## src/sdsr_pkg.sv

```systemverilog
package sdsr_pkg;

  // Register byte addresses on the APB slave
  localparam logic [7:0] ADDR_STATUS     = 8'h00;
  localparam logic [7:0] ADDR_REPORT     = 8'h04;
  localparam logic [7:0] ADDR_CAPACITY   = 8'h08;
  localparam logic [7:0] ADDR_BLK_LIMITS = 8'h0C;
  localparam logic [7:0] ADDR_ALIGN      = 8'h10;
  localparam logic [7:0] ADDR_BLOCK_LEN  = 8'h14;
  localparam logic [7:0] ADDR_IRQ_STAT   = 8'h18;
  localparam logic [7:0] ADDR_IRQ_EN     = 8'h1C;
  localparam logic [7:0] ADDR_IRQ_CLR    = 8'h20;
  localparam logic [1:0] RECORD_REGION   = 2'h1;   // Bytes 0x40..0x7F hold the state record

  // State record geometry
  localparam int RECORD_BITS  = 512;
  localparam int RECORD_WORDS = 16;

  // Card status word layout
  localparam int BIT_RANGE       = 31;
  localparam int BIT_ALIGN       = 30;
  localparam int BIT_BLKLEN      = 29;
  localparam int BIT_ERASE_ORDER = 28;
  localparam int BIT_ERASE_GROUP = 27;
  localparam int BIT_CRC         = 23;
  localparam int BIT_ILLEGAL     = 22;
  localparam int STATE_LSB       = 9;
  localparam int BIT_READY       = 8;

  // Fault vector positions (also interrupt status positions)
  localparam int F_GROUP  = 0;
  localparam int F_ORDER  = 1;
  localparam int F_BLKLEN = 2;
  localparam int F_ALIGN  = 3;
  localparam int F_RANGE  = 4;
  localparam int F_SENT   = 5;
  localparam int IRQ_W    = 6;

  // Values after reset
  localparam logic [31:0] CAPACITY_RST   = 32'h0100_0000;
  localparam logic [11:0] MAX_BLKLEN_RST = 12'h200;
  localparam logic [11:0] MIN_WR_LEN_RST = 12'h200;
  localparam logic [15:0] ALIGN_RST      = 16'h01FF;
  localparam logic [11:0] BLKLEN_RST     = 12'h200;

  // Command indices
  localparam logic [5:0] CMD_STATUS       = 6'h0D;
  localparam logic [5:0] CMD_SET_BLKLEN   = 6'h10;
  localparam logic [5:0] CMD_READ_SINGLE  = 6'h11;
  localparam logic [5:0] CMD_READ_MULTI   = 6'h12;
  localparam logic [5:0] CMD_WRITE_SINGLE = 6'h18;
  localparam logic [5:0] CMD_WRITE_MULTI  = 6'h19;
  localparam logic [5:0] CMD_ERASE_START  = 6'h20;
  localparam logic [5:0] CMD_ERASE_END    = 6'h21;
  localparam logic [5:0] CMD_ERASE        = 6'h26;

  localparam logic [3:0] CARD_STATE_TRAN = 4'h4;

  // Record sender bit period in pclk cycles
  localparam int BIT_DIV_DEFAULT = 4;

  typedef enum logic [1:0] {
    SDSR_ER_IDLE  = 2'b00,
    SDSR_ER_START = 2'b01,
    SDSR_ER_END   = 2'b10
  } sdsr_erase_t;

endpackage

```

## src/sdsr_record_tx.sv

```systemverilog
`timescale 1ns/1ps
`default_nettype none
module sdsr_record_tx #(
  parameter int BIT_DIV = sdsr_pkg::BIT_DIV_DEFAULT
) (
  input  wire logic        pclk,
  input  wire logic        presetn,
  input  wire logic        start,
  input  wire logic [31:0] word_in,
  output logic      [3:0]  word_idx,
  output logic             dat_bit,
  output logic             dat_strobe,
  output logic             active,
  output logic             done
);

  logic [15:0] div_reg;
  logic [8:0]  bit_reg;
  logic        tick;

  // Divider gives one bit slot per BIT_DIV cycles
  assign tick     = active && (div_reg == 16'(BIT_DIV - 1));
  assign word_idx = bit_reg[8:5];

  always_ff @(posedge pclk or negedge presetn) begin
    if (!presetn) begin
      div_reg <= 16'h0000;
    end else if (!active || tick) begin
      div_reg <= 16'h0000;
    end else begin
      div_reg <= div_reg + 16'h0001;
    end
  end

  // Whole record goes out msb of word 0 first, one bit per slot
  always_ff @(posedge pclk or negedge presetn) begin
    if (!presetn) begin
      active     <= 1'b0;
      bit_reg    <= 9'h000;
      dat_bit    <= 1'b0;
      dat_strobe <= 1'b0;
      done       <= 1'b0;
    end else begin
      dat_strobe <= tick;
      done       <= 1'b0;
      if (start && !active) begin
        active  <= 1'b1;
        bit_reg <= 9'h000;
      end else if (tick) begin
        dat_bit <= word_in[~bit_reg[4:0]];
        bit_reg <= bit_reg + 9'h001;
        if (bit_reg == 9'(sdsr_pkg::RECORD_BITS - 1)) begin
          active <= 1'b0;
          done   <= 1'b1;
        end
      end
    end
  end

  record_start_a: assert property (@(posedge pclk) disable iff (!presetn)
    start && !active |=> active && bit_reg == 9'h000)
    else $error("record send did not start");

endmodule
`default_nettype wire

```

## src/sdsr_status.sv

```systemverilog
// Chosen here: the placing of the registers and register access over APB.
`timescale 1ns/1ps
`default_nettype none
// Behaviour
// - Flag block length fault on too-large SET_BLKLEN or illegal length for command.
// - Flag alignment fault on misaligned first block or misaligned multi-block step.
// - Flag range fault on out-of-range address or transfer past capacity.
// - Hold a 512-bit SD state record.
// - After app prefix then status command in transfer state, send the whole record as data; refuse it in any other state.
// - Response-detected bits follow the response actually produced.
// - Execution-detected bits set during execution, read by status command.
// - Previous-command bits cleared once a correct command arrives.
// - State bits follow present state; read-clear bits clear once reported.
module sdsr_status #(
  parameter int BIT_DIV = sdsr_pkg::BIT_DIV_DEFAULT
) (
  input  wire logic        pclk,
  input  wire logic        presetn,
  input  wire logic        psel,
  input  wire logic        penable,
  input  wire logic        pwrite,
  input  wire logic [7:0]  paddr,
  input  wire logic [31:0] pwdata,
  output logic      [31:0] prdata,
  output logic             pready,
  output logic             pslverr,
  input  wire logic        cmd_valid,
  input  wire logic [5:0]  cmd_index,
  input  wire logic        cmd_app,
  input  wire logic [31:0] cmd_arg,
  input  wire logic        cmd_crc_ok,
  input  wire logic        xfer_step,
  input  wire logic [31:0] xfer_addr,
  input  wire logic [3:0]  card_state,
  input  wire logic        ready_for_data,
  input  wire logic        resp_strobe,
  output logic      [31:0] resp_status,
  output logic             rec_bit,
  output logic             rec_strobe,
  output logic             rec_active,
  output logic             irq
);

  logic [31:0]                  capacity_reg;
  logic [11:0]                  max_len_reg;
  logic [11:0]                  min_wr_reg;
  logic [15:0]                  align_reg;
  logic [11:0]                  blklen_reg;
  logic [31:0]                  rec_mem [sdsr_pkg::RECORD_WORDS];
  logic [4:0]                   err_reg;
  logic                         crc_bad_reg;
  logic                         illegal_reg;
  logic [sdsr_pkg::IRQ_W-1:0]   irq_stat_reg;
  logic [sdsr_pkg::IRQ_W-1:0]   irq_en_reg;
  logic [31:0]                  erase_start_reg;
  sdsr_pkg::sdsr_erase_t        erase_reg;
  logic [4:0]                   fault_set;
  logic [4:0]                   err_clr;
  logic [31:0]                  status_word;
  logic                         is_rw;
  logic                         is_wr;
  logic                         rec_req;
  logic                         rec_start;
  logic                         rec_done;
  logic [3:0]                   rec_idx;
  logic                         acc_phase;
  logic                         wr_take;

  function automatic logic out_of_range(input logic [31:0] addr, input logic [31:0] cap);
    out_of_range = (addr >= cap);
  endfunction

  function automatic logic misaligned(input logic [31:0] addr, input logic [15:0] mask);
    misaligned = ((addr[15:0] & mask) != 16'h0000);
  endfunction

  // Command classification
  assign is_wr   = (cmd_index == sdsr_pkg::CMD_WRITE_SINGLE) || (cmd_index == sdsr_pkg::CMD_WRITE_MULTI);
  assign is_rw   = is_wr || (cmd_index == sdsr_pkg::CMD_READ_SINGLE) || (cmd_index == sdsr_pkg::CMD_READ_MULTI);
  assign rec_req = cmd_valid && cmd_crc_ok && cmd_app && (cmd_index == sdsr_pkg::CMD_STATUS);
  // Record goes out only in transfer state; a request elsewhere is refused
  assign rec_start = rec_req && (card_state == sdsr_pkg::CARD_STATE_TRAN);

  // Fault detection, both at command time and at each multi-block step
  always_comb begin
    fault_set = 5'h00;
    if (cmd_valid && cmd_crc_ok) begin
      if (cmd_index == sdsr_pkg::CMD_SET_BLKLEN) begin
        fault_set[sdsr_pkg::F_BLKLEN] = (cmd_arg > 32'(max_len_reg)) || (cmd_arg == 32'h0000_0000);
      end
      if (is_wr && (blklen_reg < min_wr_reg)) begin
        fault_set[sdsr_pkg::F_BLKLEN] = 1'b1;
      end
      if (is_rw) begin
        fault_set[sdsr_pkg::F_ALIGN] = misaligned(cmd_arg, align_reg);
        fault_set[sdsr_pkg::F_RANGE] = out_of_range(cmd_arg, capacity_reg);
      end
      if (cmd_index == sdsr_pkg::CMD_ERASE_END) begin
        fault_set[sdsr_pkg::F_ORDER] = (erase_reg != sdsr_pkg::SDSR_ER_START);
        fault_set[sdsr_pkg::F_GROUP] = (erase_reg == sdsr_pkg::SDSR_ER_START) && (cmd_arg < erase_start_reg);
      end
      if (cmd_index == sdsr_pkg::CMD_ERASE) begin
        fault_set[sdsr_pkg::F_ORDER] = (erase_reg != sdsr_pkg::SDSR_ER_END);
      end
    end
    if (xfer_step) begin
      // Execution-time detection during multi-block or stream transfers
      fault_set[sdsr_pkg::F_ALIGN] = fault_set[sdsr_pkg::F_ALIGN] | misaligned(xfer_addr, align_reg);
      fault_set[sdsr_pkg::F_RANGE] = fault_set[sdsr_pkg::F_RANGE] | out_of_range(xfer_addr, capacity_reg);
    end
  end

  // Erase sequence tracker; any other command except status aborts it
  always_ff @(posedge pclk or negedge presetn) begin
    if (!presetn) begin
      erase_reg       <= sdsr_pkg::SDSR_ER_IDLE;
      erase_start_reg <= 32'h0000_0000;
    end else if (cmd_valid && cmd_crc_ok) begin
      case (cmd_index)
        sdsr_pkg::CMD_ERASE_START: begin
          erase_reg       <= sdsr_pkg::SDSR_ER_START;
          erase_start_reg <= cmd_arg;
        end
        sdsr_pkg::CMD_ERASE_END: begin
          erase_reg <= fault_set[sdsr_pkg::F_ORDER] || fault_set[sdsr_pkg::F_GROUP] ?
                       sdsr_pkg::SDSR_ER_IDLE : sdsr_pkg::SDSR_ER_END;
        end
        sdsr_pkg::CMD_STATUS: begin
          erase_reg <= erase_reg;
        end
        default: begin
          erase_reg <= sdsr_pkg::SDSR_ER_IDLE;
        end
      endcase
    end
  end

  // Current block length, updated only by a legal SET_BLKLEN
  always_ff @(posedge pclk or negedge presetn) begin
    if (!presetn) begin
      blklen_reg <= sdsr_pkg::BLKLEN_RST;
    end else if (cmd_valid && cmd_crc_ok && (cmd_index == sdsr_pkg::CMD_SET_BLKLEN) &&
                 !fault_set[sdsr_pkg::F_BLKLEN]) begin
      blklen_reg <= cmd_arg[11:0];
    end
  end

  // Read-clear bits drop once carried by a response; a new set in that cycle wins
  assign err_clr = resp_strobe ? err_reg : 5'h00;

  always_ff @(posedge pclk or negedge presetn) begin
    if (!presetn) begin
      err_reg <= 5'h00;
    end else begin
      err_reg <= (err_reg & ~err_clr) | fault_set;
    end
  end

  // Previous-command bits: reflect the last command, so they lag by one
  always_ff @(posedge pclk or negedge presetn) begin
    if (!presetn) begin
      crc_bad_reg <= 1'b0;
      illegal_reg <= 1'b0;
    end else if (cmd_valid) begin
      crc_bad_reg <= !cmd_crc_ok;
      illegal_reg <= rec_req && !rec_start;
    end
  end

  // Live word: sticky faults plus state bits that track the card as it is now
  assign status_word = {err_reg, 3'b000, crc_bad_reg, illegal_reg, 9'h000,
                        card_state, ready_for_data, 8'h00};

  // The response carries exactly the word sampled when it is produced
  always_ff @(posedge pclk or negedge presetn) begin
    if (!presetn) begin
      resp_status <= 32'h0000_0000;
    end else if (resp_strobe) begin
      resp_status <= status_word;
    end
  end

  // APB: one wait state so read data and pready come from flops
  assign acc_phase = psel && penable && !pready;
  assign wr_take   = psel && penable && pready && pwrite;

  always_ff @(posedge pclk or negedge presetn) begin
    if (!presetn) begin
      pready  <= 1'b0;
      prdata  <= 32'h0000_0000;
      pslverr <= 1'b0;
    end else begin
      pready  <= acc_phase;
      pslverr <= 1'b0;
      prdata  <= 32'h0000_0000;
      if (acc_phase) begin
        if (paddr[7:6] == sdsr_pkg::RECORD_REGION) begin
          prdata <= rec_mem[paddr[5:2]];
        end else begin
          case (paddr)
            sdsr_pkg::ADDR_STATUS:     prdata <= status_word;
            sdsr_pkg::ADDR_REPORT:     prdata <= resp_status;
            sdsr_pkg::ADDR_CAPACITY:   prdata <= capacity_reg;
            sdsr_pkg::ADDR_BLK_LIMITS: prdata <= {4'h0, min_wr_reg, 4'h0, max_len_reg};
            sdsr_pkg::ADDR_ALIGN:      prdata <= {16'h0000, align_reg};
            sdsr_pkg::ADDR_BLOCK_LEN:  prdata <= {20'h00000, blklen_reg};
            sdsr_pkg::ADDR_IRQ_STAT:   prdata <= {26'h0000000, irq_stat_reg};
            sdsr_pkg::ADDR_IRQ_EN:     prdata <= {26'h0000000, irq_en_reg};
            sdsr_pkg::ADDR_IRQ_CLR:    prdata <= 32'h0000_0000;
            default:                   pslverr <= 1'b1;
          endcase
        end
      end
    end
  end

  // Software-written configuration steers the fault checks
  always_ff @(posedge pclk or negedge presetn) begin
    if (!presetn) begin
      capacity_reg <= sdsr_pkg::CAPACITY_RST;
      max_len_reg  <= sdsr_pkg::MAX_BLKLEN_RST;
      min_wr_reg   <= sdsr_pkg::MIN_WR_LEN_RST;
      align_reg    <= sdsr_pkg::ALIGN_RST;
      irq_en_reg   <= '0;
    end else if (wr_take) begin
      case (paddr)
        sdsr_pkg::ADDR_CAPACITY: capacity_reg <= pwdata;
        sdsr_pkg::ADDR_BLK_LIMITS: begin
          max_len_reg <= pwdata[11:0];
          min_wr_reg  <= pwdata[27:16];
        end
        sdsr_pkg::ADDR_ALIGN:  align_reg  <= pwdata[15:0];
        sdsr_pkg::ADDR_IRQ_EN: irq_en_reg <= pwdata[sdsr_pkg::IRQ_W-1:0];
        default: begin
        end
      endcase
    end
  end

  // Record store; contents are loaded by software, no reset needed for RAM
  always_ff @(posedge pclk) begin
    if (wr_take && (paddr[7:6] == sdsr_pkg::RECORD_REGION)) begin
      rec_mem[paddr[5:2]] <= pwdata;
    end
  end

  // Interrupt status: sticky, set wins over a clear in the same cycle
  always_ff @(posedge pclk or negedge presetn) begin
    if (!presetn) begin
      irq_stat_reg <= '0;
      irq     <= 1'b0;
    end else begin
      irq_stat_reg <= (irq_stat_reg & ~((wr_take && paddr == sdsr_pkg::ADDR_IRQ_CLR) ?
                      pwdata[sdsr_pkg::IRQ_W-1:0] : '0)) | {rec_done, fault_set};
      irq <= |(irq_stat_reg & irq_en_reg);
    end
  end

  sdsr_record_tx #(
    .BIT_DIV (BIT_DIV)
  ) u_tx (
    .pclk       (pclk),
    .presetn    (presetn),
    .start      (rec_start),
    .word_in    (rec_mem[rec_idx]),
    .word_idx   (rec_idx),
    .dat_bit    (rec_bit),
    .dat_strobe (rec_strobe),
    .active     (rec_active),
    .done       (rec_done)
  );

  blklen_fault_a: assert property (@(posedge pclk) disable iff (!presetn)
    cmd_valid && cmd_crc_ok && cmd_index == sdsr_pkg::CMD_SET_BLKLEN && cmd_arg > 32'(max_len_reg)
    |=> err_reg[sdsr_pkg::F_BLKLEN] && $stable(blklen_reg))
    else $error("block length fault missed");

  align_fault_a: assert property (@(posedge pclk) disable iff (!presetn)
    xfer_step && misaligned(xfer_addr, align_reg) |=> status_word[sdsr_pkg::BIT_ALIGN])
    else $error("alignment fault missed");

  range_fault_a: assert property (@(posedge pclk) disable iff (!presetn)
    cmd_valid && cmd_crc_ok && is_rw && cmd_arg >= capacity_reg |=> status_word[sdsr_pkg::BIT_RANGE])
    else $error("range fault missed");

  record_refuse_a: assert property (@(posedge pclk) disable iff (!presetn)
    rec_req && card_state != sdsr_pkg::CARD_STATE_TRAN && !rec_active |=> !rec_active ##0 illegal_reg)
    else $error("record sent outside transfer state");

  resp_capture_a: assert property (@(posedge pclk) disable iff (!presetn)
    resp_strobe |=> resp_status == $past(status_word))
    else $error("response word not captured");

  prev_cmd_a: assert property (@(posedge pclk) disable iff (!presetn)
    cmd_valid && !cmd_crc_ok |=> crc_bad_reg ##1 (crc_bad_reg || $past(cmd_valid && cmd_crc_ok)))
    else $error("previous command bit wrong");

  read_clear_a: assert property (@(posedge pclk) disable iff (!presetn)
    resp_strobe && fault_set == 5'h00 |=> err_reg == 5'h00)
    else $error("reported bits not cleared");

  erase_order_a: assert property (@(posedge pclk) disable iff (!presetn)
    cmd_valid && cmd_crc_ok && cmd_index == sdsr_pkg::CMD_ERASE && erase_reg != sdsr_pkg::SDSR_ER_END
    |=> err_reg[sdsr_pkg::F_ORDER] && erase_reg == sdsr_pkg::SDSR_ER_IDLE)
    else $error("erase order fault missed");

endmodule
`default_nettype wire

```

## config.mk

```make
export PLATFORM = sky130hd
export DESIGN_NAME = sdsr_status
export DESIGN_NICKNAME = d
export VERILOG_FILES = /design/src/sdsr_pkg.sv /design/src/sdsr_record_tx.sv /design/src/sdsr_status.sv
export SDC_FILE = /design/constraint.sdc
export NUM_CORES = 1
export LEC_CHECK = 0
export ABC_AREA = 1
export BUFFER_PORTS_ARGS = -buffer_cell sky130_fd_sc_hd__buf_2
export CORE_ASPECT_RATIO = 2
export CORE_MARGIN = 2
export CORE_UTILIZATION = 50
export CTS_CLUSTER_DIAMETER = 150
export DETAILED_ROUTE_END_ITERATION = 7
export PLACE_DENSITY = 0.71
export SLEW_MARGIN = 20
export SYNTH_ARGS = -nofsm -noshare
export SYNTH_HDL_FRONTEND = slang
export SYNTH_SLANG_ARGS = --single-unit
```

## constraint.sdc

```tcl
create_clock -name pclk -period 3.6 [get_ports pclk]
set_clock_uncertainty 0.2 [all_clocks]
set_input_delay 0.72 -clock pclk [delete_from_list [all_inputs] [get_ports pclk]]
set_output_delay 0.72 -clock pclk [all_outputs]
set_load 0.05 [all_outputs]
```

# After elaboration in Yosys (flattened, before gate mapping)
# Memory sizes are Yosys's and may differ from the RTL's.
# Index checks and enable logic that the tools add are counted.
[op_classes]
n_eq_ne = 24
shift = 0
order_cmp = 6
muxes = 30
n_reduce_logical = 44
n_mul = 0
addsub = 2
div_mod_pow = 0
bitwise = 14
[op_table]
columns = ["op", "n"]
rows = [
  ["$pmux 32 s8", 1],
  ["$ge 32x32->1", 2],
  ["$mux 32", 2],
  ["$and 16x16->16", 2],
  ["$eq 8x5->1 const B", 4],
  ["$gt 32x12->1", 1],
  ["$logic_not 32->1", 1],
  ["$lt 32x32->1", 1],
  ["$reduce_bool 16->1", 2],
  ["$eq 6x5->1 const B", 5],
  ["$eq 6x6->1 const B", 3],
  ["$mux 9", 2],
  ["$logic_and 1x1->1", 17],
  ["$add 16x1->16 const B", 1],
  ["$eq 16x2->1 const B", 1],
  ["$eq 8x4->1 const B", 2],
  ["$mux 16", 1],
  ["$reduce_and 2->1", 8],
  ["$mux 1", 15],
  ["$and 6x6->6", 2],
  ["$lt 12x12->1", 1],
  ["$mux 5", 2],
  ["$not 5->5", 2],
  ["$add 9x1->9 const B", 1],
  ["other kinds (25)", 41],
]
[word_totals]
in_bits = 125
reg_bits = 213
ramBits = 512
latchBits = 0
mem_count = 1
output_inout_bits = 70
mem_bits_ro = 0
wordCells = 144
[mem_list]
columns = ["memory", "words", "word_bits", "rd", "rd_clocked_by_memory_dff", "write_ports", "line_no", "source"]
rows = [
  ["rec_mem", 16, 32, 2, 0, 1, "sdsr_status.sv:49", "logic [31:0] rec_mem [sdsr_pkg::RECORD_WORDS];"],
]

# Logic depth before layout (Yosys ltp)
[depth]
word_depth = 9
depth_mapped = 17

# By module
# A second synthesis with hierarchy kept.
[hier_totals]
cells_unflattened = 3531
hier_area_um2 = 36208.5
[by_module_without_submodules]
columns = ["mod", "area_per_inst_um2", "cells_each", "instances"]
rows = [
  ["sdsr_status", 34244.1, 3262, 1],
  ["sdsr_record_tx", 1964.4, 269, 1],
]

# Worst setup path before layout
# No wires, ideal clock.
[synth_timing]
kind = "input-to-reg"
start = "input port paddr[6]"
end = "memory rec_mem[10][0] (enable)"
path_slack_ns = 0.159
path_stages = 6
t_required_ns = 2.979
arrival_time_ns = 2.820
path_buffers = 0
cell_sequence = "inv_1 > nor2_2 > inv_2 > nor2_1 > nand3_1 > nor2_1"
[synth_via]
elab_chain_cells = 4
[synth_lines]
columns = ["item", "line_no", "source"]
rows = [
  ["start, declared", "sdsr_status.sv:22", "input wire logic [7:0] paddr,"],
  ["$eq 2x1->1", "sdsr_status.sv:242", "if (wr_take && (paddr[7:6] == sdsr_pkg::RECORD_REGION)) begin"],
  ["$logic_and 1x1->1", "sdsr_status.sv:242", ""],
  ["$mux 1", "sdsr_status.sv:242", ""],
  ["$mux 1 (not written as such)", "sdsr_status.sv:243", "rec_mem[paddr[5:2]] <= pwdata;"],
  ["end, declared", "sdsr_status.sv:49", ""],
]
# Every way passes these cells.

# Worst setup path after layout
[layout_timing]
start = "register capacity_reg[24]"
end = "register irq_stat_reg[4] (netlist bit)"
[layout_via]
elab_chain_cells = 6
elab_cells_between_ends = 7
cone_classes = "order compare (2); mux (3); bitwise (2)"
[layout_lines]
columns = ["item", "line_no", "source"]
rows = [
  ["start, declared", "sdsr_status.sv:44", "logic [31:0] capacity_reg;"],
  ["start signal, assigned", "sdsr_status.sv:220", "capacity_reg <= sdsr_pkg::CAPACITY_RST;"],
  ["start signal, assigned", "sdsr_status.sv:227", "sdsr_pkg::ADDR_CAPACITY: capacity_reg <= pwdata;"],
  ["$ge 32x32->1", "sdsr_status.sv:70", "out_of_range = (addr >= cap);"],
  ["$mux 2", "sdsr_status.sv:94", "if (is_rw) begin"],
  ["$mux 5", "sdsr_status.sv:87", "if (cmd_valid && cmd_crc_ok) begin"],
  ["$or 1x1->1", "sdsr_status.sv:109", "fault_set[sdsr_pkg::F_RANGE] = fault_set[sdsr_pkg::F_RANGE] | out_of_range(xfer_addr, capacity_reg);"],
  ["$mux 2 *", "sdsr_status.sv:106", "if (xfer_step) begin"],
  ["$or 6x6->6 *", "sdsr_status.sv:254", "pwdata[sdsr_pkg::IRQ_W-1:0] : '0)) | {rec_done, fault_set};"],
  ["end signal, assigned", "sdsr_status.sv:253", "irq_stat_reg <= (irq_stat_reg & ~((wr_take && paddr == sdsr_pkg::ADDR_IRQ_CLR) ?"],
  ["end, declared", "sdsr_status.sv:53", "logic [sdsr_pkg::IRQ_W-1:0] irq_stat_reg;"],
]
# Every way passes the cells marked *; elsewhere a longest branch is shown, timed or not.
# A chain may end at the register's enable or synchronous reset.

==> results by group <==
Status
  – Run status: finished with violations
  – Failing checks: DRC

Yosys
  – EDFF count, synth: about 510
  – Area contributors post-synth: edfxtp_1, dfrtp_1, nand2_1, nand3_1, o22ai_1
  – Main synth FF type: edfxtp_1
  – Ys async rst share: a little under 30%
  – Mapped Cells: 3,664
  – Warnings, synthesis: 0
  – #FFs+latches synth: approximately 730
  – Cell taking the most area after synthesis: edfxtp_1
  – Synthesized area: 35,800 um2
  – Yosys cell types: 56
  – Register area share after synthesis: between 50% and 60%
  – Syn avg cell area: slightly below 10 um2
  – Top-area cell type share of the netlist area: 42.9%

Power and ir drop
  – Combinational Power Share: 6.7%
  – Final Power: 17.6 mW
  – Seq pwr share: 51.5%
  – Switch Pwr: just over 4 mW
  – Clock Power Share: 41.8%
  – LEAKAGE: approximately 16 nW
  – VDD IR max: roughly 0.00042 V
  – Cell Int Power: 13.5 mW
  – P per Cell Area: 436 nW/um2
  – Sw frac: about 23%

Worst hold path
  – Worst Hold Class: primary input to flip-flop

Clock tree
  – H-tree depth: 2
  – TritonCTS clock tree: built
  – # Post-CTS Setup Buffers: 0
  – CTS root buf: clkbuf_16
  – Clk_lat worst skew: 0.65 ns
  – CTS max path bufs: 3
  – Clock Pin Slew Worst Setup and Hold Paths: ~0.080 ns
  – Total clock sinks: just over 700
  – TritonCTS Buffers: 60

Cells and area
  – Max reg flops: around 510
  – # nets final: around 4,000
  – Layout cells sized above 1: around 12%
  – Layout area overhead: 12.5%

Global routing
  – Initial antenna violation count: 8
  – GR Util All Layers: between 30% and 40%
  – Overflow after GRT: 0
  – Vias in the first global route: between 30,000 and 40,000
  – First-pass GRT wire length: roughly 180 mm
  – Largest net degree at the start of global routing: roughly 110

Floorplan
  – I/O pin cnt: ~200
  – Die ar.: 73,900 um2
  – Core area: between 70,000 and 80,000 um2
  – Die Height: between 300 and 400 um
  – FP Rows: ~140
  – Width of the die: about 190 um
  – Initial core utilization: between 50% and 60%

Run
  – Max_cap viols: 0

Placement
  – Post-DP HPWL: 83.1 mm
  – Routability cong.: about 1.0
  – Port Buf Inserts: approximately 170

STA
  – Tmin final: ~3.2 ns
  – Number of setup violations in the final report: 0
  – Slew Limit Fails: 0
  – Tcrit/Tclk final: 88.2%
  – Worst slew margin: between 20% and 30%
  – Post-route setup TNS: 0 ns
  – Final Hold Viols: 0
  – Slew @ Worst Pin: between 1 and 1.5 ns
  – Fmax: between 300 and 400 MHz
  – RSZ-0062 raised after global routing: no

Critical path
  – Critical path class: flip-flop to flip-flop
  – CP required: between 3 and 4 ns
  – Startpoint types: flip-flop
  – Crit path max fanout: 3
  – Crit path DAT: 3.55 ns
  – CP Capture Type: flip-flop

Drt
  – First-pass DRT Iterations: 8
  – Drt total wl: 125 mm
  – Antenna-violating nets left: 0
  – Routed WL per cell: roughly 26 um
  – DR vias: ~30,000
  – Post-DR vias/cell: 6.38
  – DR iter-0 viols: about 3,700
  – # DRC: 2
[final cells by class]
type	instances	area, um2
antenna	5	12.5
clock buffer	70	1650
clock inverter	44	572
fill	6063	30500
inverter	238	905
multi-input combinational	2484	13200
sequential	725	20700
tap	910	1140
timing repair buffer	286	2120
[power groups by stage]
stage / combinational (mW) / clock [mW] / sequential [mW]
after floorplan: 0.541 / 0 / 9.27
after global placement: 1.13 / 0 / 9.22
after detailed placement: 1.14 / 0 / 9.22
after CTS: 1.15 / 7.36 / 9.04
after global routing: 1.26 / 7.66 / 9.04
final: 1.17 / 7.35 / 9.04
[metal layers]
layer	global-route usage [%]	wire length (um)	vias to the layer above
li1	-	-	13400
met3	5.33	11000	551
met2	56.7	61500	1882
met4	27.8	11900	8
met1	36.3	40400	14500
met5	0	42	-
[final timing paths]
kind                                          endpoint                          from  cells past startpoint  slack, ns
min                        resp_status[11]$_DFFE_PN0P_                 card_state[2]                      3       0.11
max in group asynchronous    min_wr_reg[9]$_DFFE_PN1P_                       presetn                      3       1.99
min reg2reg                  irq_stat_reg[5]$_DFF_PN0_           u_tx.done$_DFF_PN0_                      1       0.28
max reg2reg                  irq_stat_reg[4]$_DFF_PN0_  capacity_reg[24]$_DFFE_PN1P_                     10       0.42
max                          irq_stat_reg[4]$_DFF_PN0_  capacity_reg[24]$_DFFE_PN1P_                     10       0.42
min in group asynchronous    u_tx.div_reg[4]$_DFF_PN0_                       presetn                      2       0.37
[worst max-delay path, cell delays in order, from the launching register on]
cell and delay [ns]:
dfstp_2 0.53, inv_1 0.09, ha_1 0.29, nand2_1 0.04
nor2_1 0.23, nand2_1 0.09, nor4_1 0.83, nand4_1 0.39
nand3_1 0.20, nand3_1 0.11, nand3_1 0.11
[cells in the final DEF, fill, tap and decap left out, types with 79 or more instances in the layout]
cell        n
a21oi_1   144
o22ai_1   284
o21ai_0   229
dfrtp_1   197
inv_1     222
nor2_1     82
buf_2     173
nand2_1   830
edfxtp_1  512
nand3_1   506
buf_4      79
ha_1      121
[through the flow]
stage	setup slack, ns	std cells	util (%)	instance area, um2	hold WS [ns]
3_3_place_gp	0.264	4642	53.8	38100	0.250
3_5_place_dp	0.266	4642	53.8	38100	0.239
4_1_cts	0.551	4757	56.9	40300	0.0944
5_1_grt	0.549	4760	56.9	40300	0.134
2_1_floorplan	0.159	3683	-	35900	0.217
6_report	0.424	4762	56.9	40300	0.111
[logic make-up after synthesis]
kind of cell,count (synthesis),share of synthesized area [%]
DFF,725,57.8
AOI/OAI and AO/OA,778,12.6
and+or+nand+nor,1565,19.2
other,1,0.0105
buffers and inverters,474,6.05
adders and majority gates,121,4.23
[Yosys cell counts (all sizes together), types with 4 or more instances]
cell type,instances
dfstp,13
a221oi,14
o221ai,9
nor2,110
inv,235
a211oi,9
o22ai,284
clkbuf,48
a21o,5
and3,6
edfxtp,512
nor4,19
nand3,511
nor3,22
nand4,54
o2111ai,6
a41oi,7
a31oi,11
o21a,4
a21oi,144
o21ai,261
ha,121
nand2,838
buf,188
dfrtp,200
[repair_timing]
action / 4_1_cts / 5_1_grt
gates resized for setup: 0 / 0
hold buffers: 1 / 0
endpoints found under the hold margin: 33 / 0
(Power assumes the default switching activity.)
